==> config.mk <==
export PLATFORM = sky130hd
export DESIGN_NAME = local_bus_master_handoff
export DESIGN_NICKNAME = d
export VERILOG_FILES = /design/src/handoff_pkg.sv /design/src/sync_if.sv /design/src/pin_sync.sv /design/src/local_bus_master_handoff.sv
export SDC_FILE = /design/constraint.sdc
export NUM_CORES = 1
export LEC_CHECK = 0
export ABC_CLOCK_PERIOD_IN_PS = 1900
export BUFFER_PORTS_ARGS = -buffer_cell sky130_fd_sc_hd__buf_2
export CAP_MARGIN = 20
export CORE_MARGIN = 2
export CORE_UTILIZATION = 50
export DETAILED_ROUTE_END_ITERATION = 8
export PLACE_DENSITY = 0.75
export REMOVE_ABC_BUFFERS = 1
export SYNTH_ARGS = -nofsm -noshare
export SYNTH_HDL_FRONTEND = slang
export SYNTH_SLANG_ARGS = --single-unit
==> constraint.sdc <==
create_clock -name ref_clk -period 1.9 [get_ports ref_clk]
set_clock_uncertainty 0.05 [all_clocks]
set_input_delay 0.095 -clock ref_clk [delete_from_list [all_inputs] [get_ports ref_clk]]
set_output_delay 0.095 -clock ref_clk [all_outputs]
set_load 0.02 [all_outputs]
==> src/handoff_pkg.sv <==
// handoff_pkg: shared constants and types for the local bus handoff block
// assumes: single 125 MHz clock domain, synchronous active-low reset
package handoff_pkg;

    // -------------------------------------------------------------
    // bus widths
    // -------------------------------------------------------------
    localparam int UPPER_W = 5;
    localparam int LOWER_W = 2;

    // -------------------------------------------------------------
    // transfer-mode error codes seen on the backplane ack cycle
    // -------------------------------------------------------------
    localparam logic [1:0] TM_OK = 2'h0;

    // -------------------------------------------------------------
    // timing: hold of bus_fault_n after local_addr_valid_n rises
    // -------------------------------------------------------------
    localparam int FAULT_HOLD_NS  = 40;
    localparam int CLK_PERIOD_NS  = 8;
    localparam int FAULT_HOLD_CYC =
        (FAULT_HOLD_NS + CLK_PERIOD_NS - 1) / CLK_PERIOD_NS;
    localparam logic [3:0] FAULT_HOLD_CNT = 4'(FAULT_HOLD_CYC);

    // -------------------------------------------------------------
    // reset values of pin drivers (all inactive high)
    // -------------------------------------------------------------
    localparam logic PIN_IDLE = 1'h1;

    // local master sequencer
    typedef enum logic [4:0] {
        M_IDLE  = 5'h01,
        M_REQ   = 5'h02,
        M_TAKE  = 5'h04,
        M_CYCLE = 5'h08,
        M_DONE  = 5'h10
    } mst_state_t;

    // relinquish-and-retry sequencer
    typedef enum logic [3:0] {
        F_IDLE  = 4'h1,
        F_BOTH  = 4'h2,
        F_HOLD  = 4'h4,
        F_WAIT  = 4'h8
    } flt_state_t;

endpackage

==> src/sync_if.sv <==
// sync_if: synchronised pin levels passed from the input stage to the core
// assumes: both ends on ref_clk
`timescale 1ns/1ps
interface sync_if;
    logic       as_n;
    logic       grant_n;
    logic       done_n;
    logic [4:0] upper;
    logic [1:0] lower;
    modport src (output as_n, grant_n, done_n, upper, lower);
    modport dst (input  as_n, grant_n, done_n, upper, lower);
endinterface

==> src/pin_sync.sv <==
// pin_sync: two-flop synchronisers for every asynchronous local pin except the data bus
// assumes: pins change freely relative to ref_clk
`timescale 1ns/1ps
module pin_sync
    import handoff_pkg::*;
(
    // clock and reset
    input  wire logic               ref_clk,
    input  wire logic               rstn,
    // raw pins
    input  wire logic               as_pin_n,
    input  wire logic               grant_pin_n,
    input  wire logic               done_pin_n,
    input  wire logic [UPPER_W-1:0] upper_pin,
    input  wire logic [LOWER_W-1:0] lower_pin,
    // synchronised levels
    sync_if.src                     so
);
    localparam int W = 3 + UPPER_W + LOWER_W;

    logic [W-1:0] s1_r;
    logic [W-1:0] s2_r;
    logic [W-1:0] s1_nxt;
    logic [W-1:0] s2_nxt;

    // first stage feeds only the second stage
    always_comb begin
        s1_nxt = {as_pin_n, grant_pin_n, done_pin_n, upper_pin, lower_pin};
        s2_nxt = s1_r;
    end

    // idle-high controls after reset, addresses zero
    always_ff @(posedge ref_clk) begin
        if (!rstn) begin
            s1_r <= {3'h7, {(UPPER_W+LOWER_W){1'b0}}};
            s2_r <= {3'h7, {(UPPER_W+LOWER_W){1'b0}}};
        end else begin
            s1_r <= s1_nxt;
            s2_r <= s2_nxt;
        end
    end

    assign so.as_n    = s2_r[W-1];
    assign so.grant_n = s2_r[W-2];
    assign so.done_n  = s2_r[W-3];
    assign so.upper   = s2_r[UPPER_W+LOWER_W-1:LOWER_W];
    assign so.lower   = s2_r[LOWER_W-1:0];

endmodule // pin_sync

==> src/local_bus_master_handoff.sv <==
// local_bus_master_handoff: local-bus side of the backplane bridge
// assumes: backplane-side logic on ref_clk supplies requests, tm bits
// and the atten-null indication; local pins arrive asynchronously
`timescale 1ns/1ps

module local_bus_master_handoff
    import handoff_pkg::*;
(
    // clock and reset
    input  wire logic               ref_clk,
    input  wire logic               rstn,
    // local address pins, split into in/out/enable
    input  wire logic [UPPER_W-1:0] upper_local_addr_i,
    output logic      [UPPER_W-1:0] upper_local_addr_o,
    output logic                    upper_local_addr_oe,
    input  wire logic [LOWER_W-1:0] lower_local_addr_i,
    output logic      [LOWER_W-1:0] lower_local_addr_o,
    output logic                    lower_local_addr_oe,
    // address strobe pin
    input  wire logic               local_addr_valid_n_i,
    output logic                    local_addr_valid_n_o,
    output logic                    local_addr_valid_n_oe,
    // arbitration pins
    output logic                    req_out_n,
    input  wire logic               grant_in_n,
    output logic                    mastership_taken_n,
    // cycle end and fault pins
    input  wire logic               transfer_done_n,
    input  wire logic [7:0]         local_data_i,
    output logic                    bus_fault_n,
    output logic                    retry_hold_n,
    // backplane side: incoming access to serve locally
    input  wire logic               bp_in_req,
    input  wire logic [UPPER_W-1:0] bp_in_upper,
    input  wire logic [LOWER_W-1:0] bp_in_lower,
    input  wire logic               bp_in_read,
    output logic                    bp_in_done,
    output logic      [7:0]         bp_in_rdata,
    // backplane side: outgoing access of the processor
    input  wire logic               bp_out_busy,
    input  wire logic               bp_ack_cycle,
    input  wire logic [1:0]         bp_tm,
    input  wire logic               bp_atten_null,
    // external local master request
    input  wire logic               ext_req,
    // processor register access qualifier and sampled address
    output logic                    reg_sel,
    output logic      [UPPER_W-1:0] reg_upper,
    output logic      [LOWER_W-1:0] reg_lower
);
    // -------------------------------------------------------------
    // input synchronisers
    // -------------------------------------------------------------
    sync_if sy ();

    pin_sync u_sync (
        .ref_clk     (ref_clk),
        .rstn        (rstn),
        .as_pin_n    (local_addr_valid_n_i),
        .grant_pin_n (grant_in_n),
        .done_pin_n  (transfer_done_n),
        .upper_pin   (upper_local_addr_i),
        .lower_pin   (lower_local_addr_i),
        .so          (sy.src)
    );

    // -------------------------------------------------------------
    // local master sequencer
    // -------------------------------------------------------------
    mst_state_t         m_r, m_nxt;
    logic [UPPER_W-1:0] up_r, up_nxt;
    logic [LOWER_W-1:0] lo_r, lo_nxt;
    logic               rd_r, rd_nxt;
    logic               drv_r, drv_nxt;
    logic               as_r, as_nxt;
    logic               req_r, req_nxt;
    logic               tkn_r, tkn_nxt;
    logic               dn_r, dn_nxt;
    logic [7:0]         dat_r, dat_nxt;
    logic [7:0]         dat_s1_r, dat_s2_r;

    // data bus passes two flops, as every asynchronous pin does
    always_ff @(posedge ref_clk) begin
        if (!rstn) {dat_s2_r, dat_s1_r} <= 16'h0000;
        else       {dat_s2_r, dat_s1_r} <= {dat_s1_r, local_data_i};
    end

    // next-state of the master sequencer
    always_comb begin
        m_nxt   = m_r;
        up_nxt  = up_r;
        lo_nxt  = lo_r;
        rd_nxt  = rd_r;
        drv_nxt = drv_r;
        as_nxt  = as_r;
        req_nxt = req_r;
        tkn_nxt = tkn_r;
        dn_nxt  = 1'b0;
        dat_nxt = dat_r;
        unique case (m_r)
            M_IDLE: begin
                req_nxt = !(bp_in_req || ext_req);
                if (bp_in_req) begin
                    up_nxt = bp_in_upper;
                    lo_nxt = bp_in_lower;
                    rd_nxt = bp_in_read;
                    m_nxt  = M_REQ;
                end
            end
            M_REQ: begin
                req_nxt = 1'b0;
                // wait for grant low, and for strobe idle
                if (!sy.grant_n && sy.as_n) begin
                    // announce that we own the bus
                    tkn_nxt = 1'b0;
                    m_nxt   = M_TAKE;
                end
            end
            M_TAKE: begin
                // own the address lines once taken is out
                drv_nxt = 1'b1;
                m_nxt   = M_CYCLE;
            end
            M_CYCLE: begin
                // strobe one cycle after address is stable
                as_nxt = 1'b0;
                if (!as_r && !sy.done_n) begin
                    if (rd_r) dat_nxt = dat_s2_r;
                    dn_nxt = 1'b1;
                    m_nxt  = M_DONE;
                end
            end
            M_DONE: begin
                as_nxt  = 1'b1;
                drv_nxt = 1'b0;
                tkn_nxt = 1'b1;
                req_nxt = !ext_req;
                m_nxt   = M_IDLE;
            end
        endcase
    end

    always_ff @(posedge ref_clk) begin
        if (!rstn) begin
            m_r   <= M_IDLE;
            up_r  <= '0;
            lo_r  <= '0;
            rd_r  <= 1'b0;
            drv_r <= 1'b0;
            as_r  <= PIN_IDLE;
            req_r <= PIN_IDLE;
            tkn_r <= PIN_IDLE;
            dn_r  <= 1'b0;
            dat_r <= 8'h00;
        end else begin
            m_r   <= m_nxt;
            up_r  <= up_nxt;
            lo_r  <= lo_nxt;
            rd_r  <= rd_nxt;
            drv_r <= drv_nxt;
            as_r  <= as_nxt;
            req_r <= req_nxt;
            tkn_r <= tkn_nxt;
            dn_r  <= dn_nxt;
            dat_r <= dat_nxt;
        end
    end

    // -------------------------------------------------------------
    // fault and relinquish-and-retry sequencer
    // -------------------------------------------------------------
    flt_state_t f_r, f_nxt;
    logic       flt_r, flt_nxt;
    logic       hold_r, hold_nxt;
    logic [3:0] cnt_r, cnt_nxt;
    logic       atn_r, atn_nxt;

    // early release of retry_hold_n risks a backplane lockup
    always_comb begin
        f_nxt    = f_r;
        flt_nxt  = flt_r;
        hold_nxt = hold_r;
        cnt_nxt  = cnt_r;
        atn_nxt  = atn_r || bp_atten_null;
        unique case (f_r)
            F_IDLE: begin
                atn_nxt = 1'b0;
                // incoming access wins over our outgoing one
                if (bp_in_req && bp_out_busy) begin
                    flt_nxt  = 1'b0;
                    hold_nxt = 1'b0;
                    f_nxt    = F_BOTH;
                end else if (bp_out_busy && bp_ack_cycle &&
                             bp_tm != TM_OK) begin
                    flt_nxt = 1'b0;
                    f_nxt   = F_WAIT;
                end
            end
            F_BOTH: begin
                // fault hold starts at processor strobe rise
                if (sy.as_n) begin
                    cnt_nxt = FAULT_HOLD_CNT;
                    f_nxt   = F_HOLD;
                end
            end
            F_HOLD: begin
                if (cnt_r != 4'h0) cnt_nxt = cnt_r - 4'h1;
                else               flt_nxt = 1'b1;
                if (atn_r || bp_atten_null) hold_nxt = 1'b1;
                if (cnt_r == 4'h0 && (hold_r || atn_r || bp_atten_null)) begin
                    f_nxt = F_IDLE;
                end
            end
            F_WAIT: begin
                // plain bus error ends with the processor strobe
                if (sy.as_n) begin
                    flt_nxt = 1'b1;
                    f_nxt   = F_IDLE;
                end
            end
        endcase
    end

    always_ff @(posedge ref_clk) begin
        if (!rstn) begin
            f_r    <= F_IDLE;
            flt_r  <= PIN_IDLE;
            hold_r <= PIN_IDLE;
            cnt_r  <= 4'h0;
            atn_r  <= 1'b0;
        end else begin
            f_r    <= f_nxt;
            flt_r  <= flt_nxt;
            hold_r <= hold_nxt;
            cnt_r  <= cnt_nxt;
            atn_r  <= atn_nxt;
        end
    end

    // -------------------------------------------------------------
    // processor register access sampling
    // -------------------------------------------------------------
    logic               sel_r, sel_nxt;
    logic [UPPER_W-1:0] ru_r, ru_nxt;
    logic [LOWER_W-1:0] rl_r, rl_nxt;

    // strobe from the processor qualifies the address
    always_comb begin
        sel_nxt = !sy.as_n && !drv_r;
        ru_nxt  = sel_nxt ? sy.upper : ru_r;
        rl_nxt  = sel_nxt ? sy.lower : rl_r;
    end

    always_ff @(posedge ref_clk) begin
        if (!rstn) begin
            sel_r <= 1'b0;
            ru_r  <= '0;
            rl_r  <= '0;
        end else begin
            sel_r <= sel_nxt;
            ru_r  <= ru_nxt;
            rl_r  <= rl_nxt;
        end
    end

    // -------------------------------------------------------------
    // outputs, all straight from flops
    // -------------------------------------------------------------
    assign {upper_local_addr_o, lower_local_addr_o}   = {up_r, lo_r};
    assign {upper_local_addr_oe, lower_local_addr_oe} = {2{drv_r}};
    assign {local_addr_valid_n_o, local_addr_valid_n_oe} = {as_r, drv_r};
    assign {req_out_n, mastership_taken_n} = {req_r, tkn_r};
    assign {bus_fault_n, retry_hold_n}     = {flt_r, hold_r};
    assign {bp_in_done, bp_in_rdata}       = {dn_r, dat_r};
    assign {reg_sel, reg_upper, reg_lower} = {sel_r, ru_r, rl_r};

endmodule // local_bus_master_handoff

=== Word level (Yosys, flattened, before mapping) ===
Index checks and enable logic that the tools add are counted.

* Bitwise gates (word level): 1
* Equality and inequality tests: 20
* $add $sub $neg: 1
* Mux-type cells: 27
* Reductions and logical operators: 38

{| class="wikitable"
|+ Operator list
! operator !! count
|-
| $mux 4 || 7
|-
| $pmux 5 s5 || 1
|-
| $ne 2x2->1 const B || 8
|-
| $pmux 4 s4 || 1
|-
| $mux 5 || 3
|-
| $reduce_and 3->1 || 4
|-
| $reduce_bool 2->1 || 6
|-
| $mux 1 || 8
|-
| $pmux 1 s2 || 4
|-
| $pmux 4 s2 || 1
|-
| $reduce_and 4->1 || 2
|-
| $logic_and 1x1->1 || 7
|-
| $logic_not 1->1 || 7
|-
| $pmux 1 s3 || 2
|-
| $reduce_and 2->1 || 3
|-
| $reduce_bool 3->1 || 2
|-
| $eq 5x1->1 const B || 1
|-
| $eq 5x2->1 const B || 1
|-
| $eq 5x3->1 const B || 1
|-
| $eq 5x4->1 const B || 1
|-
| $eq 5x5->1 const B || 1
|-
| $eq 4x1->1 const B || 1
|-
| $eq 4x2->1 const B || 1
|-
| $eq 4x3->1 const B || 1
|-
| 9 further kinds || 13
|}

* Register bits after elaboration: 81
* Word-level logic and storage cells: 109
* Bits of input ports: 35
* Output and inout port bits: 32

=== Depth between registers and ports, before layout ===
Gate-level depths: netlist of the first run.

* Word-level depth: 5
* Depth in mapped cells: 6
* Gate-level depth less buffers: 6

=== Cells and area by module ===
Synthesis of the first run repeated with hierarchy kept, for this count alone.

* Cells, all modules: 289
* Area, all modules: 2987.9 um2

{| class="wikitable"
|+ Modules (own cells, without submodules)
! module !! cells an instance !! area each (um2) !! instances
|-
| local_bus_master_handoff || 247 || 2449.8 || 1
|-
| pin_sync || 42 || 538.0 || 1
|}

=== Worst setup path after synthesis of the first run ===
No wires, ideal clock.

* Path type: register -> register
* Start: register m_r[1]
* End: register dat_r[0], in the netlist bp_in_rdata[0]
* Clock period less this slack: 1.712 ns
* Required time: 1.722 ns
* Buffers on the path: 2
* Stages on the path, launching flop included: 7
* Library setup time: 0.128 ns
* Setup slack: 0.188 ns
* Arrival time: 1.534 ns
* Path through: dfxtp_1 -> buf_2 -> or4b_4 -> nand4bb_1 -> buf_2 -> mux2i_1 -> nor2_1

* Longest elaborated chain between the ends: 2

{| class="wikitable"
|+ RTL lines
! item !! RTL line !! text
|-
| start, declared || local_bus_master_handoff.sv:70 || <nowiki>mst_state_t m_r, m_nxt;</nowiki>
|-
| start signal, assigned || local_bus_master_handoff.sv:156 || <nowiki>m_r <= m_nxt;</nowiki>
|-
| $eq 5x4->1 || local_bus_master_handoff.sv:100 || <nowiki>unique case (m_r)</nowiki>
|-
| $reduce_and 3->1 (no source line) || -- ||
|-
| end signal, assigned || local_bus_master_handoff.sv:165 || <nowiki>dat_r <= dat_nxt;</nowiki>
|-
| end, declared || local_bus_master_handoff.sv:79 || <nowiki>logic [7:0] dat_r, dat_nxt;</nowiki>
|}

No other way between the ends.
A chain may end at the register's enable or synchronous reset.

=== Final worst setup path of the first run ===
* Start: register f_r[1]
* End: register cnt_r[1]

* Longest elaborated chain between the ends: 3
* Elaborated cells between the ends (all ways): 7
* Classes of those cells: eq/ne (4); mux (1); reduce/logical (2)

{| class="wikitable"
|+ RTL lines
! item !! RTL line !! text
|-
| start, declared || local_bus_master_handoff.sv:172 || <nowiki>flt_state_t f_r, f_nxt;</nowiki>
|-
| start signal, assigned || local_bus_master_handoff.sv:232 || <nowiki>f_r <= f_nxt;</nowiki>
|-
| $eq 4x3->1 or $eq 4x2->1 (tied branches) || local_bus_master_handoff.sv:185 || <nowiki>unique case (f_r)</nowiki>
|-
| $ne 2x2->1 (no source line), or another cell as far along || -- ||
|-
| $reduce_and 3->1 (no source line) || -- ||
|-
| end signal, assigned || local_bus_master_handoff.sv:235 || <nowiki>cnt_r <= cnt_nxt;</nowiki>
|-
| end, declared || local_bus_master_handoff.sv:175 || <nowiki>logic [3:0] cnt_r, cnt_nxt;</nowiki>
|}

Several ways; a longest one is shown, not always the timed one.

==> results of run 1 <==
## logic make-up after synthesis
family,after synthesis,share of synthesized area [%]
flops,81,54.6
xor+xnor,3,0.885
compound gates,53,11.1
fa+ha+maj,1,0.421
mux,20,7.16
buf+inv,27,4.38
simple gates,112,21.4
## timing repair
item / 4_1_cts / 5_1_grt
endpoints found under the hold margin: 27 / 0
hold buffers: 27 / 0
resized for setup: 0 / 0
setup endpoints to repair: 0 / 0
## power by group
group          switching (µW)  total (µW)  leakage [µW]  internal (µW)
registers                48.3        1820      0.000664           1780
logic                     180         365      0.000897            185
clock network             611        1620      0.000133           1010
## registers in the layout (all words and copies together), names as in the netlist, 5 cells and up
register            cells
u_sync.s1_r            10
m_r                     5
bp_in_rdata             8
u_sync.s2_r            10
reg_upper               5
upper_local_addr_o      5
dat_s1_r                8
dat_s2_r                8
## per-stage QoR
step | total power (µW) | TNS [ns] | utilization [%] | hold WS [ns] | cell area [µm²]
2_1_floorplan | 2060 | -0.120 | - | 0.107 | 2860
3_3_place_gp | 2170 | 0 | 57.7 | 0.230 | 3360
3_5_place_dp | 2190 | 0 | 57.7 | 0.228 | 3360
4_1_cts | 3850 | 0 | 67.0 | 0.0572 | 3890
5_1_grt | 3970 | 0 | 67.0 | 0.0863 | 3890
6_report | 3810 | 0 | 67.0 | 0.0632 | 3890
## worst reg2reg max path: stages (launching register included)
cell and delay [ns]:
dfxtp_1 0.47, or4b_1 0.64, mux2i_4 0.27, a21o_1 0.17, a21oi_1 0.15
## placed cells by master (no fill, tap or decap), types with 4 or more instances in the layout
master	synthesis	layout
nor3_1	7	7
clkbuf_8	0	9
and2_1	30	30
mux2i_1	19	19
dlygate4sd3_1	0	27
a21oi_1	15	15
buf_2	5	66
nor2_1	25	25
o21ai_0	19	19
buf_4	2	10
nand2b_1	7	7
nor4b_1	5	5
inv_1	4	4
dfxtp_1	81	81
bufinv_16	0	4
nand2_1	17	17
## cell type report
cell class / count / share of cell area [%]
clock buffers: 9 / 3.18
clock inverters: 7 / 3.66
inverters: 5 / 0.482
multi-input cells: 189 / 31.3
flip-flops and latches: 81 / 41.6
well taps: 75 / 2.41
repair buffers: 103 / 17.4
## worst max-delay path by stage
stage	end	depth (start not counted)
3_3_place_gp	cnt_r[1]	4
2_1_floorplan	bp_in_rdata[0]	4
3_5_place_dp	cnt_r[1]	4
6_report	cnt_r[1]	4
4_1_cts	cnt_r[1]	4
5_1_grt	cnt_r[1]	4
## routing by layer
| layer | part of all wire [%] | vias up | GRT usage [%] |
|---|---|---|---|
| met1 | 45 | 1053 | 21.9 |
| li1 | - | 1202 | - |
| met3 | 4.5 | 8 | 5.44 |
| met2 | 48 | 39 | 30.1 |
| met5 | 0 | - | 0 |
| met4 | 2.0 | 0 | 9.15 |
==> run metrics, run 1 <==
outcome=finished, final reports clean; Area Growth Syn to Fin=31.1%; CTS Buffer Depth=2; Starting Density=51.1%; worst flop-to-flop path endpoint=cnt_r[1]; Worst Path Max Fanout=8; Distinct cells, synth=46; nets@finish=425; Post-Syn Area=2970 µm²; critical path's top delay family=simple AND/OR/NAND/NOR gates; cell row count=28; Via density=around 5; Setup crit start=f_r[1]; clk slew on worst S/H paths=0.08 ns; crit path capture type=flip-flop; RSZ-0062 raised after global routing=no; buffers added on ports=66; Crit path required time=2.11 ns; Synth Register Bits=between 80 and 90; WL final=5680 µm; CP cell instances=or4b_1, mux2i_4, a21o_1, a21oi_1; n_diodes=0; clock sinks=81; fill count=482; r2r setup slk=0.06 ns; Chip Width=81.1 µm; Warnings, synthesis=0; CTS tree=yes; Final Wtd Congestion=0.783; Final Hold Viols=0; vias in the first global route=just over 2,000; slowest CP cell=or4b_1; root cell of the clock tree=clkbuf_8; I/O pin cnt=67; Data arrival, critical path=2.05 ns; post-synth top area cell=dfxtp_1; via count=2,302; core box area=5820 µm²; Max Cap Viol=0; multi-input gate area in the final layout=1220 µm²; DPL Wire Length=3600 µm; grt ovf=0; Slew headroom=69.5%; Max VDD drop=0.000855 V; Final ANT Viol Nets=0; HP Start=bp_out_busy; Reg2Reg Depth=4; pin count of the biggest net entering global routing=51; first-pass GRT wire length=9060 µm; Synth area leaders=dfxtp_1, mux2i_1, and2_1; slack of the critical path=0.0618 ns; DR WL/cell=12.1 µm; CTS Buf Count=9; PwrDens=978 nW/µm²; Mapped Avg Cell Area=10.0 µm²; Layout Cells excl Fill=roughly 470; final setup fails=0; layout cells sized above 1=25.1%; Iteration-0 DRC Markers=84; initial antenna violation count=0; FF+latch area=1620 µm²; Mapped Cells=297; hold endpoint=f_r[1]; Final period util=96.7%; dpl cells=426; Post-synth EDFFs=0; Die Ht=81.1 µm; leak pwr=between 0.0015 and 0.002 µW; ys async rst share=0%; pre-CTS WS=0.104 ns; Hold Path Depth=3; Post-synth top cells=dfxtp_1, and2_1, nor2_1, mux2i_1, o21ai_0; DR DRC count=0; Hold Path Class=primary input to flip-flop; Setup Crit Path Kind=flip-flop to flip-flop; r2r startpoint=f_r[1]; Worst Max-Slew Pin Slew=0.455 ns; Die Outline Area=6570 µm²; top_reg_cell synth=dfxtp_1; Slew Limit Fails=0; worst skew pair latency=0.35 ns; DRT Pass-1 Iters=4; Critical Path Max Stage Delay=around 0.64 ns; total track usage=18.3%; Max Fclk=0.544 GHz; WP buf/inv=0; top-area cell type share of the netlist area=54.6%; min Tclk post-route=1.84 ns; setup bufs post-CTS=0; H-tree Lvls=3; share of the yosys chip area belonging to registers=54.6%; most common cell in the synthesized netlist=dfxtp_1; Startpoint Class=flip-flop
Power figures use the tool's default switching activity.
==> run 2: changes to the inputs <==
CORE_UTILIZATION = 30   (was 50)
PLACE_DENSITY = 0.49   (was 0.75)
==> run metrics, run 2 (synthesis results as in run 1) <==
initial antenna violation count=0 (unchanged); pre-CTS WS=0.145 ns (was 0.104 ns); grt ovf=0 (unchanged); leak pwr=0.00168 µW (was 0.00169 µW); Worst Max-Slew Pin Slew=0.524 ns (was 0.455 ns); Max Cap Viol=0 (unchanged); worst skew pair latency=0.35 ns (about the same); Final period util=94.7% (was 96.7%); final setup fails=0 (unchanged); DPL Wire Length=4010 µm (was 3600 µm); dpl cells=487 (was 426); H-tree Lvls=3 (unchanged); n_diodes=0 (unchanged); DR WL/cell=11.4 µm (was 12.1 µm); r2r setup slk=0.10 ns (was 0.06 ns); clock sinks=81 (unchanged); outcome=finished, final reports clean (unchanged); Hold Path Class=primary input to flip-flop (unchanged); Data arrival, critical path=2.03 ns (was 2.05 ns); Final ANT Viol Nets=0 (unchanged); first-pass GRT wire length=9520 µm (was 9060 µm); CTS Buffer Depth=2 (unchanged); Chip Width=103 µm (was 81.1 µm); RSZ-0062 raised after global routing=no (unchanged); DRT Pass-1 Iters=4 (unchanged); nets@finish=428 (was 425); DR DRC count=0 (unchanged); Max Fclk=0.556 GHz (was 0.544 GHz); critical path's top delay family=simple AND/OR/NAND/NOR gates (unchanged); vias in the first global route=2,027 (was 2,051); Reg2Reg Depth=4 (unchanged); largest registers=u_sync.s1_r (10), u_sync.s2_r (10) (unchanged); PwrDens=878 nW/µm² (was 978 nW/µm²); root cell of the clock tree=clkbuf_8 (unchanged); clk slew on worst S/H paths=0.08 ns (about the same); min Tclk post-route=1.80 ns (was 1.84 ns); CP cell instances=or4b_1, mux2i_4, a21o_1, a21oi_1 (unchanged); slowest CP cell=or4b_1 (unchanged); Die Outline Area=10,700 µm² (was 6570 µm²); Final Wtd Congestion=0.780 (was 0.783); slack of the critical path=0.101 ns (was 0.0618 ns); worst flop-to-flop path endpoint=cnt_r[1] (unchanged); HP Start=bp_out_busy (unchanged); WP buf/inv=0 (unchanged); Critical Path Max Stage Delay=0.64 ns (about the same); Via density=4.38 (was 4.91); Iteration-0 DRC Markers=48 (was 84); most frequent cells in the layout=dfxtp_1, buf_2, and2_1, dlygate4sd3_1, nor2_1 (unchanged); I/O pin cnt=67 (unchanged); Startpoint Class=flip-flop (unchanged); crit path capture type=flip-flop (unchanged); Worst Path Max Fanout=8 (unchanged); via count=2,319 (was 2,302); buffers added on ports=66 (unchanged); hold endpoint=f_r[1] (unchanged); Slew Limit Fails=0 (unchanged); total track usage=11.7% (was 18.3%); Starting Density=30.7% (was 51.1%); Slew headroom=64.9% (was 69.5%); cell row count=36 (was 28); Final Hold Viols=0 (unchanged); Hold Path Depth=3 (unchanged); WL final=6060 µm (was 5680 µm); Setup Crit Path Kind=flip-flop to flip-flop (unchanged); CTS Buf Count=9 (unchanged); core box area=9680 µm² (was 5820 µm²); commonest non-fill, non-tap cell in the layout=dfxtp_1 (unchanged); pin count of the biggest net entering global routing=31 (was 51); Area Growth Syn to Fin=32.0% (was 31.1%); Max VDD drop=0.000364 V (was 0.000855 V); layout cells sized above 1=25.7% (was 25.1%); Die Ht=103 µm (was 81.1 µm); Layout Cells excl Fill=530 (was 469); CTS tree=yes (unchanged); r2r startpoint=f_r[1] (unchanged); Crit path required time=2.13 ns (was 2.11 ns)
run 2: cell types whose count changed in the layout (fill, tap and decap cells not counted):
| cell | before | now |
|---|---|---|
| buf_4 | 10 | 13 |
| bufinv_16 | 4 | 1 |
| clkinv_4 | 2 | 0 |
| inv_6 | 0 | 2 |
| clkbuf_1 | 0 | 1 |
| clkinv_2 | 1 | 2 |
| clkinvlp_4 | 0 | 1 |
| nor3b_1 | 2 | 1 |
| nor3b_2 | 0 | 1 |
run 2: area by class of cell:
type	instances	area (µm²)
Multi-Input combinational cell	189	1220
Sequential cell	81	1620
Tap cell	133	166
Clock inverter	6	65.1
Clock buffer	10	128
Fill cell	977	5760
Inverter	5	18.8
Timing Repair Buffer	106	698
run 2: stage by stage:
stage	setup TNS (ns)	utilization, %	hold WS [ns]	power, µW	area [µm²]
final	0	40.5	0.0721	3440	3920
after global routing	0	40.5	0.0913	3620	3920
after CTS	0	40.4	0.0578	3490	3920
after detailed placement	0	35.6	0.234	2190	3450
after global placement	0	35.6	0.226	2190	3450
after floorplan	-0.120	-	0.107	2060	2860
run 2: metal layers:
| metal | up-vias | share of wire, % | global-route usage (%) |
|---|---|---|---|
| li1 | 1203 | - | - |
| met1 | 1060 | 48 | 14.6 |
| met2 | 45 | 45 | 18.2 |
| met3 | 11 | 4.1 | 3.56 |
| met4 | 0 | 2.5 | 6.07 |
| met5 | - | 0 | 0 |
run 2: what timing repair did:
item,in CTS,in global routing
hold endpoints to repair,27,0
hold buffers,27,0
endpoints found under the setup margin,0,1
buffers inserted,0,0
resized for setup,0,1
run 2: worst max-delay path by stage:
| stage | start | endpoint | slack [ns] | depth (start not counted) |
|---|---|---|---|---|
| 2_1_floorplan | m_r[0] | bp_in_rdata[0] | -0.01 | 4 |
| 3_3_place_gp | f_r[1] | cnt_r[1] | 0.18 | 4 |
| 3_5_place_dp | f_r[1] | cnt_r[1] | 0.14 | 4 |
| 4_1_cts | f_r[1] | cnt_r[1] | 0.12 | 4 |
| 5_1_grt | f_r[1] | cnt_r[1] | 0.06 | 4 |
| 6_report | f_r[1] | cnt_r[1] | 0.10 | 4 |
run 2: worst min-delay path, delay by kind of cell:
family	cells	cell delay, ns
AOI/OAI and AO/OA	1	0.10
buffers and inverters	1	0.10
and+or+nand+nor	1	0.12
run 2: report_power, final:
part / internal, µW / switching (µW)
combinational: 189 / 181
clock: 613 / 637
sequential: 1770 / 47.1
total: 2580 / 865
